--- src/rtl/mma_pkg.sv ---
package mma_pkg;
  // ==========================================================
  // SFR addresses
  localparam logic [7:0]  SFR_DPL0      = 8'h82;
  localparam logic [7:0]  SFR_DPH0      = 8'h83;
  localparam logic [7:0]  SFR_DPL1      = 8'h84;
  localparam logic [7:0]  SFR_DPH1      = 8'h85;
  localparam logic [7:0]  SFR_PTR_SEL   = 8'h92;
  localparam logic [7:0]  SFR_CODE_BANK = 8'hB6;
  localparam logic [7:0]  SFR_PAGE_HIGH = 8'hBF;
  localparam logic [7:0]  SFR_PSW       = 8'hD0;
  // ==========================================================
  // Reset values and fields
  localparam logic [7:0]  RST_BYTE      = 8'h00;
  localparam logic [15:0] RST_PRIMARY_DATA_POINTER      = 16'h0000;
  localparam int          PTR_SEL_BIT   = 0;
  localparam int          PSW_RS_LSB    = 3;
  localparam int          BANK_W        = 3;
  localparam int          CODE_WIN_BIT  = 15;
  // ==========================================================
  // Program space
  localparam logic [15:0] RESET_VECTOR  = 16'h0000;
  localparam logic [15:0] VEC_BASE      = 16'h0003;
  localparam int          VEC_STRIDE_SH = 3;
  // ==========================================================
  // External data space
  localparam logic [15:0] CONV_LAST     = 16'h003F;
  localparam logic [15:0] CE_LAST       = 16'h03FF;
  localparam logic [15:0] SHARED_DATA_RAM_LAST     = 16'h0FFF;
  localparam logic [15:0] CFG_FIRST     = 16'h2000;
  localparam logic [15:0] CFG_LAST      = 16'h20FF;
  localparam logic [15:0] BATT_FIRST    = 16'h20C0;
  localparam logic [15:0] BATT_LAST     = 16'h20C7;
  // ==========================================================
  // Internal data space
  localparam int          IRAM_BYTES    = 256;
  localparam logic [7:0]  IRAM_UPPER    = 8'h80;
  localparam logic [7:0]  BIT_AREA_BASE = 8'h20;
  // ==========================================================
  // CPU clock rates
  localparam int          RATE_W        = 26;
  localparam logic [25:0] SYS_CLK_HZ    = 26'd25000000;
  localparam logic [25:0] CPU_HIGH_HZ   = 26'd10000000;
  localparam logic [25:0] CPU_MID_HZ    = 26'd6600000;
  localparam logic [25:0] CPU_LOW_HZ    = 26'd5000000;
  localparam logic [2:0]  DIV_SLOWEST   = 3'h6;

  typedef enum logic [1:0] {
    MMA_XT_NONE = 2'b00,
    MMA_XT_SHARED_DATA_RAM = 2'b01,
    MMA_XT_CFG  = 2'b10,
    MMA_XT_BATT = 2'b11
  } mma_xtgt_t;

  typedef enum logic [1:0] {
    BOOT_WAIT  = 2'b00,
    BOOT_ISSUE = 2'b01,
    BOOT_RUN   = 2'b10
  } mma_boot_t;
endpackage

--- src/rtl/mma_clk_if.sv ---
`timescale 1ns/1ps
`default_nettype none
interface mma_clk_if;
  logic [2:0] div;
  logic       high_range;
  logic       mid_range;
  logic       en;
  modport gen  (input div, input high_range, input mid_range, output en);
  modport user (output div, output high_range, output mid_range, input en);
endinterface
`default_nettype wire

--- src/rtl/mma_mpu_mem.sv ---
// How it works
// - CPU clock rate from 3-bit divider code and two range selects; 110 equals 111.
// - 64 KB program space, read for instruction fetch and code-table loads.
// - Program addresses above 0x7FFF use the 3-bit code bank select.
// - After reset release the first fetch vector is address zero.
// - Interrupt vectors sit every eight bytes, starting at address three.
// - 4 KB shared RAM from zero; compute engine normally owns lowest kilobyte.
// - Converter keeps writing lowest 64 bytes; software writes there are dropped.
// - External data read only by external-move instructions; written only by them and the converter.
// - Paged moves use page register high byte and bank R0 or R1 (ri select) low byte.
// - Pointer moves use the full 16-bit selected data pointer.
// - Pointer select bit 0 picks primary (0) or secondary (1) pointer.
// - Changing select keeps both pointers; pointer operations act on selected one.
// - Page register supplies high byte for both paged reads and writes.
// - Only mapped ranges respond; battery window sits inside configuration RAM.
// - Internal data memory is 256 bytes with byte-wide addresses.
// - Direct upper addresses reach SFRs; indirect ones reach upper RAM.
// - Lowest 32 bytes are four register banks chosen by two status bits.
// - Bytes 0x20-0x2F bit addressable; lower half reachable directly and indirectly.
`timescale 1ns/1ps
`default_nettype none
module mma_mpu_mem
  import mma_pkg::*;
(
  input  wire logic        i_clk,
  input  wire logic        i_rst_n,
  input  wire logic [2:0]  i_cpu_clock_divider,
  input  wire logic        i_master_clock_high_range,
  input  wire logic        i_master_clock_mid_range,
  output logic             o_cpu_clock_en,
  input  wire logic        i_code_req,
  input  wire logic        i_code_movc,
  input  wire logic [15:0] i_code_addr,
  output logic             o_flash_rd,
  output logic             o_flash_movc,
  output logic [17:0]      o_flash_addr,
  input  wire logic        i_irq_take,
  input  wire logic [2:0]  i_irq_index,
  output logic             o_vector_valid,
  output logic [15:0]      o_vector_addr,
  input  wire logic        i_idata_req,
  input  wire logic        i_idata_we,
  input  wire logic        i_idata_indirect,
  input  wire logic [7:0]  i_idata_addr,
  input  wire logic [7:0]  i_idata_wdata,
  output logic [7:0]       o_idata_rdata,
  output logic             o_sfr_ext,
  input  wire logic        i_bit_req,
  input  wire logic        i_bit_we,
  input  wire logic [7:0]  i_bit_addr,
  input  wire logic        i_bit_wdata,
  output logic             o_bit_rdata,
  input  wire logic        i_primary_data_pointer_load,
  input  wire logic [15:0] i_primary_data_pointer_ldata,
  input  wire logic        i_primary_data_pointer_inc,
  input  wire logic        i_xdata_req,
  input  wire logic        i_xdata_we,
  input  wire logic        i_xdata_use_primary_data_pointer,
  input  wire logic        i_xdata_ri_sel,
  input  wire logic [7:0]  i_xdata_wdata,
  output logic             o_xdata_ready,
  output logic             o_xdata_blocked,
  output logic             o_xdata_ce_area,
  input  wire logic        i_conv_wr,
  input  wire logic [5:0]  i_conv_addr,
  input  wire logic [7:0]  i_conv_wdata,
  output logic             o_mem_re,
  output logic             o_mem_we,
  output logic [15:0]      o_mem_addr,
  output logic [7:0]       o_mem_wdata,
  output mma_xtgt_t        o_mem_target
);
  // ==========================================================
  // Functions
  function automatic logic [7:0] sfr_read(input logic [7:0] a, input logic [15:0] d0,
    input logic [15:0] d1, input logic [7:0] sel, input logic [7:0] bank,
    input logic [7:0] page, input logic [7:0] program_status_word);
    logic [7:0] r;
    r = RST_BYTE;
    case (a)
      SFR_DPL0:      r = d0[7:0];
      SFR_DPH0:      r = d0[15:8];
      SFR_DPL1:      r = d1[7:0];
      SFR_DPH1:      r = d1[15:8];
      SFR_PTR_SEL:   r = sel;
      SFR_CODE_BANK: r = bank;
      SFR_PAGE_HIGH: r = page;
      SFR_PSW:       r = program_status_word;
      default:       r = RST_BYTE;
    endcase
    return r;
  endfunction

  function automatic logic sfr_held(input logic [7:0] a);
    return (a == SFR_DPL0) || (a == SFR_DPH0) || (a == SFR_DPL1) || (a == SFR_DPH1) ||
           (a == SFR_PTR_SEL) || (a == SFR_CODE_BANK) || (a == SFR_PAGE_HIGH) ||
           (a == SFR_PSW);
  endfunction

  function automatic logic [7:0] bit_byte_addr(input logic [7:0] b);
    return b[7] ? {b[7:3], 3'h0} : (BIT_AREA_BASE + {4'h0, b[6:3]});
  endfunction

  function automatic mma_xtgt_t xdata_target(input logic [15:0] a);
    if (a <= SHARED_DATA_RAM_LAST) return MMA_XT_SHARED_DATA_RAM;
    if (a >= BATT_FIRST && a <= BATT_LAST) return MMA_XT_BATT;
    if (a >= CFG_FIRST && a <= CFG_LAST) return MMA_XT_CFG;
    return MMA_XT_NONE;
  endfunction

  // ==========================================================
  // Reset release
  logic rst_meta_r;
  logic rst_n_r;

  always_ff @(posedge i_clk or negedge i_rst_n) begin
    if (!i_rst_n) begin
      rst_meta_r <= 1'b0;
      rst_n_r    <= 1'b0;
    end else begin
      rst_meta_r <= 1'b1;
      rst_n_r    <= rst_meta_r;
    end
  end

  // ==========================================================
  // CPU clock enable
  mma_clk_if clk_if ();

  assign clk_if.div        = i_cpu_clock_divider;
  assign clk_if.high_range = i_master_clock_high_range;
  assign clk_if.mid_range  = i_master_clock_mid_range;
  assign o_cpu_clock_en    = clk_if.en;

  mma_clkgen u_clkgen (
    .i_clk   (i_clk),
    .i_rst_n (rst_n_r),
    .clk_io  (clk_if.gen)
  );

  // ==========================================================
  // Registers and storage
  logic [7:0]  iram_r [IRAM_BYTES];
  logic [15:0] dptr0_r;
  logic [15:0] secondary_data_pointer_r;
  logic [15:0] dptr0_nxt;
  logic [15:0] secondary_data_pointer_nxt;
  logic [7:0]  ptr_sel_r;
  logic [7:0]  ptr_sel_nxt;
  logic [7:0]  bank_r;
  logic [7:0]  bank_nxt;
  logic [7:0]  page_r;
  logic [7:0]  page_nxt;
  logic [7:0]  psw_r;
  logic [7:0]  psw_nxt;

  // ==========================================================
  // Internal data decode
  logic       idata_wr;
  logic       sfr_dir;
  logic       bit_wr;
  logic       bit_sfr;
  logic [7:0] bit_byte;
  logic [7:0] bit_cur;
  logic [7:0] bit_new;
  logic [7:0] idata_sfr_rd;
  logic       sfr_we;
  logic [7:0] sfr_waddr;
  logic [7:0] sfr_wdata;
  logic       iram_we;
  logic [7:0] iram_waddr;
  logic [7:0] iram_wdata;

  assign idata_wr     = i_idata_req & i_idata_we;
  assign sfr_dir      = ~i_idata_indirect & (i_idata_addr >= IRAM_UPPER);
  assign bit_wr       = i_bit_req & i_bit_we & ~idata_wr;
  assign bit_sfr      = i_bit_addr[7];
  assign bit_byte     = bit_byte_addr(i_bit_addr);
  assign bit_cur      = bit_sfr ? sfr_read(bit_byte, dptr0_r, secondary_data_pointer_r, ptr_sel_r, bank_r, page_r, psw_r)
                                : iram_r[bit_byte];
  assign idata_sfr_rd = sfr_read(i_idata_addr, dptr0_r, secondary_data_pointer_r, ptr_sel_r, bank_r, page_r, psw_r);
  // Bit write is a read-modify-write of the whole byte
  always_comb begin
    bit_new = bit_cur;
    bit_new[i_bit_addr[2:0]] = i_bit_wdata;
  end

  // Byte write wins over a bit write in the same cycle
  assign sfr_we     = (idata_wr & sfr_dir) | (bit_wr & bit_sfr);
  assign sfr_waddr  = idata_wr ? i_idata_addr : bit_byte;
  assign sfr_wdata  = idata_wr ? i_idata_wdata : bit_new;
  assign iram_we    = (idata_wr & ~sfr_dir) | (bit_wr & ~bit_sfr);
  assign iram_waddr = idata_wr ? i_idata_addr : bit_byte;
  assign iram_wdata = idata_wr ? i_idata_wdata : bit_new;

  // ==========================================================
  // SFR next state
  logic [15:0] primary_data_pointer_cur;
  logic        sel_hi;

  assign sel_hi   = ptr_sel_r[PTR_SEL_BIT];
  assign primary_data_pointer_cur = sel_hi ? secondary_data_pointer_r : dptr0_r;

  always_comb begin
    dptr0_nxt   = dptr0_r;
    secondary_data_pointer_nxt   = secondary_data_pointer_r;
    ptr_sel_nxt = ptr_sel_r;
    bank_nxt    = bank_r;
    page_nxt    = page_r;
    psw_nxt     = psw_r;
    if (sfr_we) begin
      case (sfr_waddr)
        SFR_DPL0:      dptr0_nxt[7:0]  = sfr_wdata;
        SFR_DPH0:      dptr0_nxt[15:8] = sfr_wdata;
        SFR_DPL1:      secondary_data_pointer_nxt[7:0]  = sfr_wdata;
        SFR_DPH1:      secondary_data_pointer_nxt[15:8] = sfr_wdata;
        SFR_PTR_SEL:   ptr_sel_nxt     = sfr_wdata;
        SFR_CODE_BANK: bank_nxt        = sfr_wdata;
        SFR_PAGE_HIGH: page_nxt        = sfr_wdata;
        SFR_PSW:       psw_nxt         = sfr_wdata;
        default:       psw_nxt         = psw_r;
      endcase
    end
    // Pointer operations follow the select bit as it stands now
    if (i_primary_data_pointer_load) begin
      if (sel_hi) begin
        secondary_data_pointer_nxt = i_primary_data_pointer_ldata;
      end else begin
        dptr0_nxt = i_primary_data_pointer_ldata;
      end
    end else if (i_primary_data_pointer_inc) begin
      if (sel_hi) begin
        secondary_data_pointer_nxt = secondary_data_pointer_r + 16'h0001;
      end else begin
        dptr0_nxt = dptr0_r + 16'h0001;
      end
    end
  end

  always_ff @(posedge i_clk or negedge rst_n_r) begin
    if (!rst_n_r) begin
      dptr0_r   <= RST_PRIMARY_DATA_POINTER;
      secondary_data_pointer_r   <= RST_PRIMARY_DATA_POINTER;
      ptr_sel_r <= RST_BYTE;
      bank_r    <= RST_BYTE;
      page_r    <= RST_BYTE;
      psw_r     <= RST_BYTE;
    end else begin
      dptr0_r   <= dptr0_nxt;
      secondary_data_pointer_r   <= secondary_data_pointer_nxt;
      ptr_sel_r <= ptr_sel_nxt;
      bank_r    <= bank_nxt;
      page_r    <= page_nxt;
      psw_r     <= psw_nxt;
    end
  end

  // Storage only, so no reset: software initialises it
  always_ff @(posedge i_clk) begin
    if (iram_we) begin
      iram_r[iram_waddr] <= iram_wdata;
    end
  end

  always_ff @(posedge i_clk or negedge rst_n_r) begin
    if (!rst_n_r) begin
      o_idata_rdata <= RST_BYTE;
      o_sfr_ext     <= 1'b0;
      o_bit_rdata   <= 1'b0;
    end else begin
      o_idata_rdata <= sfr_dir ? idata_sfr_rd : iram_r[i_idata_addr];
      o_sfr_ext     <= i_idata_req & sfr_dir & ~sfr_held(i_idata_addr);
      o_bit_rdata   <= bit_cur[i_bit_addr[2:0]];
    end
  end

  // ==========================================================
  // Program space
  logic [17:0] flash_addr_nxt;

  assign flash_addr_nxt = i_code_addr[CODE_WIN_BIT] ? {bank_r[BANK_W-1:0], i_code_addr[14:0]}
                                                    : {3'h0, i_code_addr[14:0]};

  always_ff @(posedge i_clk or negedge rst_n_r) begin
    if (!rst_n_r) begin
      o_flash_rd   <= 1'b0;
      o_flash_movc <= 1'b0;
      o_flash_addr <= '0;
    end else begin
      o_flash_rd   <= i_code_req;
      o_flash_movc <= i_code_req & i_code_movc;
      if (i_code_req) begin
        o_flash_addr <= flash_addr_nxt;
      end
    end
  end

  // ==========================================================
  // Vectors
  mma_boot_t   boot_r;
  mma_boot_t   boot_nxt;
  logic [15:0] irq_vec;

  assign irq_vec = VEC_BASE + {10'h000, i_irq_index, 3'h0};

  always_comb begin
    unique case (boot_r)
      BOOT_WAIT:  boot_nxt = o_cpu_clock_en ? BOOT_ISSUE : BOOT_WAIT;
      BOOT_ISSUE: boot_nxt = BOOT_RUN;
      BOOT_RUN:   boot_nxt = BOOT_RUN;
      default:    boot_nxt = BOOT_WAIT;
    endcase
  end

  always_ff @(posedge i_clk or negedge rst_n_r) begin
    if (!rst_n_r) begin
      boot_r         <= BOOT_WAIT;
      o_vector_valid <= 1'b0;
      o_vector_addr  <= RESET_VECTOR;
    end else begin
      boot_r         <= boot_nxt;
      o_vector_valid <= (boot_r == BOOT_ISSUE) | ((boot_r == BOOT_RUN) & i_irq_take);
      if (boot_r == BOOT_ISSUE) begin
        o_vector_addr <= RESET_VECTOR;
      end else if (boot_r == BOOT_RUN && i_irq_take) begin
        o_vector_addr <= irq_vec;
      end
    end
  end

  // ==========================================================
  // External data moves
  logic [7:0]  ri_idx;
  logic [7:0]  ri_byte;
  logic [15:0] xaddr;
  mma_xtgt_t   xtgt;
  logic        conv_zone;

  assign ri_idx        = {3'h0, psw_r[PSW_RS_LSB +: 2], 2'h0, i_xdata_ri_sel};
  assign ri_byte       = iram_r[ri_idx];
  assign xaddr         = i_xdata_use_primary_data_pointer ? primary_data_pointer_cur : {page_r, ri_byte};
  assign xtgt          = xdata_target(xaddr);
  assign conv_zone     = (xaddr <= CONV_LAST);
  // Converter owns the port; the core waits
  assign o_xdata_ready = ~i_conv_wr;

  always_ff @(posedge i_clk or negedge rst_n_r) begin
    if (!rst_n_r) begin
      o_mem_re        <= 1'b0;
      o_mem_we        <= 1'b0;
      o_mem_addr      <= '0;
      o_mem_wdata     <= RST_BYTE;
      o_mem_target    <= MMA_XT_NONE;
      o_xdata_blocked <= 1'b0;
      o_xdata_ce_area <= 1'b0;
    end else if (i_conv_wr) begin
      o_mem_re        <= 1'b0;
      o_mem_we        <= 1'b1;
      o_mem_addr      <= {10'h000, i_conv_addr};
      o_mem_wdata     <= i_conv_wdata;
      o_mem_target    <= MMA_XT_SHARED_DATA_RAM;
      o_xdata_blocked <= 1'b0;
      o_xdata_ce_area <= 1'b0;
    end else begin
      o_mem_re        <= i_xdata_req & ~i_xdata_we & (xtgt != MMA_XT_NONE);
      o_mem_we        <= i_xdata_req & i_xdata_we & (xtgt != MMA_XT_NONE) & ~conv_zone;
      o_xdata_blocked <= i_xdata_req & i_xdata_we & conv_zone;
      o_xdata_ce_area <= i_xdata_req & (xaddr <= CE_LAST);
      if (i_xdata_req) begin
        o_mem_addr   <= xaddr;
        o_mem_wdata  <= i_xdata_wdata;
        o_mem_target <= xtgt;
      end
    end
  end

  // ==========================================================
  // Checks
  chk_clk_no_burst: assert property (@(posedge i_clk) disable iff (!rst_n_r)
    o_cpu_clock_en |=> !o_cpu_clock_en) else $error("cpu clock enable above 10 MHz");
  chk_flash_low_half: assert property (@(posedge i_clk) disable iff (!rst_n_r)
    i_code_req && !i_code_addr[15] |=> o_flash_rd && o_flash_addr == {3'h0, $past(i_code_addr[14:0])})
    else $error("low program read misplaced");
  chk_bank_window: assert property (@(posedge i_clk) disable iff (!rst_n_r)
    i_code_req && i_code_addr[15] |=> o_flash_addr[17:15] == $past(bank_r[2:0]))
    else $error("bank not applied");
  chk_boot_vector: assert property (@(posedge i_clk) disable iff (!rst_n_r)
    boot_r == BOOT_ISSUE |=> o_vector_valid && o_vector_addr == 16'h0000)
    else $error("boot vector wrong");
  chk_irq_vector: assert property (@(posedge i_clk) disable iff (!rst_n_r)
    boot_r == BOOT_RUN && i_irq_take |=> o_vector_addr == 16'h0003 + 16'($past(i_irq_index)) * 16'h0008)
    else $error("interrupt vector wrong");
  chk_conv_zone: assert property (@(posedge i_clk) disable iff (!rst_n_r)
    i_xdata_req && i_xdata_we && !i_conv_wr && xaddr <= 16'h003F |=> !o_mem_we && o_xdata_blocked)
    else $error("write reached converter area");
  chk_xdata_only: assert property (@(posedge i_clk) disable iff (!rst_n_r)
    !i_xdata_req && !i_conv_wr |=> !o_mem_we && !o_mem_re) else $error("stray data RAM strobe");
  chk_paged_addr: assert property (@(posedge i_clk) disable iff (!rst_n_r)
    i_xdata_req && !i_xdata_use_primary_data_pointer && !i_conv_wr |=> o_mem_addr == {$past(page_r), $past(ri_byte)})
    else $error("paged address wrong");
  chk_primary_data_pointer_addr: assert property (@(posedge i_clk) disable iff (!rst_n_r)
    i_xdata_req && i_xdata_use_primary_data_pointer && !i_conv_wr |=> o_mem_addr == $past(primary_data_pointer_cur))
    else $error("pointer address wrong");
  chk_sel_keeps: assert property (@(posedge i_clk) disable iff (!rst_n_r)
    sfr_we && sfr_waddr == SFR_PTR_SEL && !i_primary_data_pointer_load && !i_primary_data_pointer_inc |=> $stable(dptr0_r) && $stable(secondary_data_pointer_r))
    else $error("select changed a pointer");
  chk_inc_selected: assert property (@(posedge i_clk) disable iff (!rst_n_r)
    i_primary_data_pointer_inc && !i_primary_data_pointer_load && !sfr_we && sel_hi |=> secondary_data_pointer_r == $past(secondary_data_pointer_r) + 16'h0001 && $stable(dptr0_r))
    else $error("increment hit wrong pointer");
  chk_batt_window: assert property (@(posedge i_clk) disable iff (!rst_n_r)
    i_xdata_req && !i_conv_wr && xaddr >= 16'h20C0 && xaddr <= 16'h20C7 |=> o_mem_target == MMA_XT_BATT)
    else $error("battery window missed");
  chk_indirect_ram: assert property (@(posedge i_clk) disable iff (!rst_n_r)
    idata_wr && i_idata_indirect |=> iram_r[$past(i_idata_addr)] == $past(i_idata_wdata))
    else $error("indirect write missed RAM");
  chk_bit_area: assert property (@(posedge i_clk) disable iff (!rst_n_r)
    i_bit_req && !i_bit_addr[7] |-> bit_byte >= 8'h20 && bit_byte <= 8'h2F) else $error("bit byte outside area");
endmodule // mma_mpu_mem
`default_nettype wire

--- src/rtl/mma_clkgen.sv ---
`timescale 1ns/1ps
`default_nettype none
module mma_clkgen
  import mma_pkg::*;
(
  input  wire logic i_clk,
  input  wire logic i_rst_n,
  mma_clk_if.gen    clk_io
);
  // ==========================================================
  // Phase accumulator
  // Exact average rate; pulses jitter by one system cycle.
  logic [RATE_W-1:0] acc_r;
  logic [RATE_W-1:0] acc_nxt;
  logic [RATE_W-1:0] base_rate;
  logic [RATE_W-1:0] rate;
  logic [RATE_W-1:0] sum;
  logic [2:0]        shift;
  logic              en_r;
  logic              en_nxt;

  assign base_rate = clk_io.high_range ? CPU_HIGH_HZ :
                     (clk_io.mid_range ? CPU_MID_HZ : CPU_LOW_HZ);
  assign shift     = (clk_io.div > DIV_SLOWEST) ? DIV_SLOWEST : clk_io.div;
  assign rate      = base_rate >> shift;
  assign sum       = acc_r + rate;
  assign en_nxt    = (sum >= SYS_CLK_HZ);
  assign acc_nxt   = en_nxt ? (sum - SYS_CLK_HZ) : sum;

  always_ff @(posedge i_clk or negedge i_rst_n) begin
    if (!i_rst_n) begin
      acc_r <= '0;
      en_r  <= 1'b0;
    end else begin
      acc_r <= acc_nxt;
      en_r  <= en_nxt;
    end
  end

  assign clk_io.en = en_r;

  chk_slow_codes_same: assert property (@(posedge i_clk) disable iff (!i_rst_n)
    clk_io.div == 3'h7 |-> rate == (base_rate >> DIV_SLOWEST))
    else $error("codes 110 and 111 differ");
endmodule // mma_clkgen
`default_nettype wire

--- config.mk ---
export PLATFORM = sky130hd
export DESIGN_NAME = mma_mpu_mem
export DESIGN_NICKNAME = d
export VERILOG_FILES = /design/src/rtl/mma_pkg.sv /design/src/rtl/mma_clk_if.sv /design/src/rtl/mma_mpu_mem.sv /design/src/rtl/mma_clkgen.sv
export SDC_FILE = /design/constraint.sdc
export NUM_CORES = 2
export LEC_CHECK = 0
export BUFFER_PORTS_ARGS = -buffer_cell sky130_fd_sc_hd__buf_2
export CAP_MARGIN = 20
export CORE_ASPECT_RATIO = 0.7
export CORE_MARGIN = 10
export CORE_UTILIZATION = 25
export DETAILED_ROUTE_END_ITERATION = 16
export SLEW_MARGIN = 20
export SYNTH_ARGS = -nofsm -noshare
export SYNTH_HDL_FRONTEND = slang
export SYNTH_HIERARCHICAL = 1
export SYNTH_SLANG_ARGS = --single-unit
--- constraint.sdc ---
create_clock -name i_clk -period 6.7 [get_ports i_clk]
set_clock_uncertainty 0.05 [all_clocks]
set_input_delay 0 -clock i_clk [delete_from_list [all_inputs] [get_ports i_clk]]
set_output_delay 0 -clock i_clk [all_outputs]
set_load 0.005 [all_outputs]
---- Yosys cells after proc, flatten, opt, wreduce, memory -nomap -nowiden ----
Memories as Yosys holds them, arrays and structs flattened.
Index checks and enable logic that the tools add are counted.
word-level totals
  RAM bits ................................ 2048
  bits in read-only memories .............. 0
  latch bits .............................. 0
  register bits ........................... 172
  output and inout port bits .............. 79
  memories ................................ 1
memories
  memory  depth  bits a word  rd ports  clocked after memory_dff  wr ports  line                RTL
  iram_r  256    8            3         0                         1         mma_mpu_mem.sv:143  logic [7:0] iram_r [IRAM_BYTES];
operators by class
  order comparisons ....................... 12
  eq/ne operators ......................... 26
  shift-type cells ........................ 1
  add/subtract/negate cells ............... 6
  div/mod/pow operators ................... 0
  muxes and demuxes ....................... 61
  reductions and logical operators ........ 20
  multipliers ............................. 0
  bitwise gates (word level) .............. 30
operators with widths
  cell                    number
  $mux 16                 16
  $eq 8x8->1 const B      24
  $pmux 8 s8              2
  $mux 8                  11
  $mux 26                 2
  $add 16x1->16 const B   2
  $ge 16x14->1 const B    2
  $le 16x14->1 const B    2
  $add 26x26->26          1
  $ge 26x25->1 const B    1
  $shr 26x3->26           1
  $sub 26x25->26 const B  1
  $mux 22                 1
  $and 1x1->1             19
  $mux 18                 1
  $le 16x10->1 const B    1
  $le 16x12->1 const B    1
  $le 16x6->1 const B     1
  $mux 2                  8
  $mux 1                  15
  $bwmux 8                1
  $ge 8x8->1 const B      1
  $not 1->1               8
  $reduce_and 2->1        4
  other kinds (17)        30

---- Depth between registers and ports, before layout ----
  depth in word-level cells ............... 15
  depth in mapped cells ................... 24

---- Modules after synthesis ----
The synthesis kept the hierarchy.
by module, submodules not included
  module       instances  cells each  area an instance (um^2)  sequential area each (um^2)
  mma_mpu_mem  1          4599        89085.4                  64827.2
  mma_clkgen   1          448         3457.1                   675.6

---- Worst setup path before layout ----
Ideal clock, no wire load.
  path type ............................... input -> register
  start point ............................. input port i_bit_addr[7]
  end point ............................... memory iram_r[0][7] (data pin)
  arrival time ............................ 11.423 ns
  path slack .............................. -6.968 ns
  path buffers ............................ 3
  setup time .............................. 2.194 ns
  stages .................................. 8
  required time ........................... 4.456 ns
  cell sequence ........................... clkbuf_1 buf_2 clkbuf_1 nand2_1 nor3_1 and2_1 a211oi_1 o21ai_0
on the way
  word-level cells in the longest chain between the ends .. 6
RTL lines
  item                                                   line                RTL
  start: declaration                                     mma_mpu_mem.sv:50   input wire logic [7:0] i_bit_addr,
  branches (longest 3 deep; another with $mem_v2 256x8)  -
  $mux 8 *                                               mma_mpu_mem.sv:179  assign bit_cur = bit_sfr ? sfr_read(bit_byte, dptr0_r, secondary_data_pointer_r, ptr_sel_r, bank_r, page_r, ps ...
  $bwmux 8 *                                             mma_mpu_mem.sv:185  bit_new[i_bit_addr[2:0]] = i_bit_wdata;
  $mux 8 *                                               mma_mpu_mem.sv:194  assign iram_wdata = idata_wr ? i_idata_wdata : bit_new;
  net iram_wdata[7]                                      mma_mpu_mem.sv:172  logic [7:0] iram_wdata;
  end: declaration                                       mma_mpu_mem.sv:143
Mark *: on every way through the listed nets, which the timed path passes.

---- Worst setup path after layout ----
  start point ............................. input port i_cpu_clock_divider[2]
  end point ............................... register u_clkgen.acc_r[13]
on the way
  word-level cells in the longest chain between the ends .. 6
RTL lines
  item                                            line                                RTL
  start: declaration                              mma_mpu_mem.sv:27                   input wire logic [2:0] i_cpu_clock_divider,
  $gt 3x3->1                                      mma_clkgen.sv:24                    assign shift = (clk_io.div > DIV_SLOWEST) ? DIV_SLOWEST : clk_io.div;
  $mux 3 *                                        mma_clkgen.sv:24
  $shr 26x3->26 *                                 mma_clkgen.sv:25                    assign rate = base_rate >> shift;
  $add 26x26->26 *                                mma_clkgen.sv:26                    assign sum = acc_r + rate;
  $sub 26x25->26 or $ge 26x25->1 (tied branches)  mma_clkgen.sv:28, mma_clkgen.sv:27
  $mux 26 *                                       mma_clkgen.sv:28                    assign acc_nxt = en_nxt ? (sum - SYS_CLK_HZ) : sum;
  net u_clkgen.acc_nxt[13]                        mma_clkgen.sv:14                    logic [RATE_W-1:0] acc_nxt;
  end signal: assignment                          mma_clkgen.sv:35                    acc_r <= acc_nxt;
  end: declaration                                mma_clkgen.sv:13                    logic [RATE_W-1:0] acc_r;
The timed path passes the listed nets; every way through them passes the cells marked *.
A chain may end at the register's enable or synchronous reset.

==> summary.md <==
| Metric | Value |
|---|---|
| Status | `completed` |
| Cts bufs inserted | `roughly 200` |
| VDD IR max | `0.000199 V` |
| CP cell instances | `dlygate4sd3_1, buf_2, nand2_1, nand2_1, ha_1, a21oi_1, a311oi_1, ha_1, and2_4, a221oi_4, nand2_1, a31oi_1, xor2_1, ha_1, nand4b_1, nor3b_1, a221oi_2, nand2_2, a31oi_4, nor3_1, xor2_1` |
| M3 GR Usage | `4.02%` |
| Synth top area cells | `edfxtp_1 (66%), mux4_2 (14%), dfrtp_1 (4.3%)` |
| R2R cell count | `14` |
| Avg WL per Cell | `between 20 and 30 um` |
| Area of the die | `395000 um2` |
| Async SR Flop Fraction | `under 10%` |
| CP Max Fanout | `44` |
| DRT Pass-1 Iters | `6` |
| WP data arrival | `~6.4 ns` |
| Initial drt markers | `slightly below 8000` |
| Worst R2R End | `u_clkgen/acc_r[13]` |
| Post-CTS setup buffers | `0` |
| Grt met1 use | `about a fifth` |
| Row count | `approximately 190` |
| Worst Tran Pin Value | `around 1.2 ns` |
| #FFs+latches synth | `between 2000 and 2500` |
| Grt ovf | `0` |
| Final instance area | `~110000 um2` |
| HPWL after detailed placement | `175000 um` |
| H-tree depth | `4` |
| RSZ-0062 raised after global routing | `false` |
| Initial antenna violation count | `30` |
| Final setup fails | `0` |
| Clk Latency, worst-skew pair | `0.86 ns` |
| Mean Syn Cell Area | `around 18 um2` |
| Critical path class | `primary input to flop` |
| CTS Buffer Depth | `4` |
| Post-route ant nets | `0` |
| Mapped cell area | `92500 um2` |
| Met2 Track Usage GR | `between 10% and 20%` |
| Final hold slack | `about 0.055 ns` |
| I/O pins | `183` |
| Footprint of the multi-input gates | `around 25000 um2` |
| Seq/Total Area, Yosys | `a little over two thirds` |
| Hold buffer count at CTS | `217` |
| DP Worst Slack | `slightly below 0.8 ns` |
| Reg-to-Reg Start | `u_clkgen/acc_r[4]` |
| Slowest CP cell | `dlygate4sd3_1` |
| Area leader, netlist | `edfxtp_1` |
| Global-route wire length before repair | `393000 um` |
| Core box area | `~370000 um2` |
| Layout fillers | `between 30000 and 40000` |
| Die W | `747 um` |
| Placed cell area | `about 99000 um2` |
| EDFF count, synth | `slightly above 2000` |
| Ys Warns | `6` |
| Final Max Slew Viols | `0` |
| Input/output buffers | `between 150 and 200` |
| Minimum clock period | `5.75 ns` |
| Period utilisation layout | `a little under nine tenths` |
| Cts repair resizes | `0` |
| GRT Total Usage | `between 10 and 15%` |
| Pwr Density | `~290 nW/um2` |
| Vias post-DR | `around 53000` |
| Drt total wl | `276000 um` |
| Final GP Congestion | `between 0.8 and 0.9` |
| R2r setup slk | `2.04 ns` |
| Final hold vios | `0` |
| Top FF cell, synth | `edfxtp_1` |
| Worst-path clk slew | `roughly 0.060 ns` |
| Relative slew slack | `approximately 17%` |
| Share of layout cells above drive strength 1 | `a little under a quarter` |
| Starting Density | `between 20% and 30%` |
| Largest net degree at the start of global routing | `141` |
| Post-synthesis cell type count | `110` |
| Commonest non-fill, non-tap cell in the layout | `edfxtp_1` |
| F_max | `174 MHz` |
| Die height | `between 500 and 600 um` |
| Fin Setup TNS | `0 ns` |
| Slowest stage delay, CP | `roughly 0.61 ns` |
| Peak-usage layer in the global routing report | `met1` |
| FF/Latch Area | `approximately 66000 um2` |
| Max-cap viol count | `0` |
| Hold Crit Depth | `4` |
| Vias in the first global route | `a little over 50000` |
| Leakage | `34.3 nW` |
| P&R area growth vs syn | `16.7%` |
| Hold EP | `o_flash_addr[15]` |
| Drt via density | `about 5.0` |
| Syn Inst Count | `just over 5000` |
| # DRC | `0` |
| CTS tree | `yes` |
| Most frequent cells in the layout | `edfxtp_1 (2048), mux4_2 (592), nor2_1 (404), dlygate4sd3_1 (217), clkbuf_16 (212)` |
| Min-delay src | `i_code_addr[15]` |
| Worst hold-check path type | `primary input to flop` |
| Nets | `between 5000 and 6000` |
| Root buffer cell | `clkbuf_16` |
| CP Launch Type | `primary input` |
| Clk sink count | `approximately 2200` |
| Worst Path Required | `around 7.4 ns` |
| Final WS setup | `approximately 0.95 ns` |
| Top cell type's share of synthesized area | `about 66%` |
| CP Capture Type | `flop` |
worst max-delay path: cells and delay by family:
| kind | cells | cell delay [ns] |
|---|---|---|
| buffers and inverters | 2 | 1.18 |
| xor gates and xnor gates | 2 | 0.64 |
| and+or+nand+nor | 8 | 1.63 |
| AOI/OAI and AO/OA | 6 | 2.02 |
| adders and majority gates | 3 | 0.91 |
synth_stat cells (38+ instances only):
master	number
nor2_1	407
nand2_1	213
a21oi_1	135
a22oi_1	56
dfrtp_1	160
nand3_1	46
mux4_2	592
edfxtp_1	2048
mux2_2	54
mux2i_1	178
buf_2	57
clkbuf_1	187
buf_4	44
inv_1	41
a211oi_1	41
o21ai_0	116
nor2b_1	38
worst max path at each step:
stage | slack [ns] | from | cells after the start | end
after floorplan | 0.15 | i_bit_addr[7] | 7 | iram_r[0][6]
after global routing | 0.57 | i_cpu_clock_divider[2] | 21 | u_clkgen/acc_r[20]
after CTS | 1.03 | i_cpu_clock_divider[2] | 21 | u_clkgen/acc_r[13]
after global placement | 0.80 | i_cpu_clock_divider[2] | 20 | u_clkgen/acc_r[14]
after detailed placement | 0.78 | i_cpu_clock_divider[2] | 20 | u_clkgen/acc_r[20]
final | 0.95 | i_cpu_clock_divider[2] | 21 | u_clkgen/acc_r[13]
cell families (layout without fill, tap and decap cells):
logic type / Yosys count / after routing / share of synthesized area [%]
buf+inv: 378 / 905 / 1.96
xor+xnor: 51 / 51 / 0.503
flops: 2208 / 2208 / 70.8
other cells: 2 / 16 / 0.00812
compound gates: 635 / 635 / 4.72
fa+ha+maj: 35 / 35 / 0.481
mux: 824 / 824 / 17.0
simple gates: 914 / 914 / 4.56
where the power goes:
| group | internal [mW] | switching (mW) |
|---|---|---|
| Combinational | 1.39 | 2.50 |
| Clock | 6.63 | 5.19 |
| Sequential | 15.5 | 0.190 |
| Total | 23.5 | 7.87 |
cell type report:
| cell class | count | share of cell area, % |
|---|---|---|
| Tap cell | 4888 | 5.66 |
| Multi-Input combinational cell | 2471 | 23.5 |
| Inverter | 43 | 0.163 |
| Sequential cell | 2208 | 60.6 |
| Timing Repair Buffer | 494 | 3.87 |
| Clock inverter | 108 | 1.01 |
| Antenna cell | 4 | 0.00927 |
| Clock buffer | 260 | 5.11 |
metrics by stage:
stage / util (%) / total power, mW / instances
final: 29.4 / 31.4 / 10500
after global routing: 29.4 / 32.4 / 10500
after CTS: 29.4 / 31.5 / 10500
after detailed placement: 27.0 / 19.7 / 9885
after global placement: 27.0 / 19.6 / 9884
after floorplan: - / 18.4 / 5057
flip-flops by register name, indices dropped and copies added (netlist names), 2 cells and up:
signal / flops
o_vector_addr: 4
u_clkgen/acc_r: 26
iram_r: 2048
o_idata_rdata: 8
page_r: 8
boot_r: 2
dptr0_r: 16
ptr_sel_r: 8
o_mem_addr: 16
secondary_data_pointer_r: 16
psw_r: 8
o_mem_wdata: 8
o_flash_addr: 18
bank_r: 8
o_mem_target: 2
metal layers:
layer  vias up  share of wire (%)
li1      21300                  -
met1     27800                 43
met2      3150                 42
met3       397                 12
met4         4                2.4
met5         -              0.011
No activity file was read; power rests on OpenSTA's default activity.
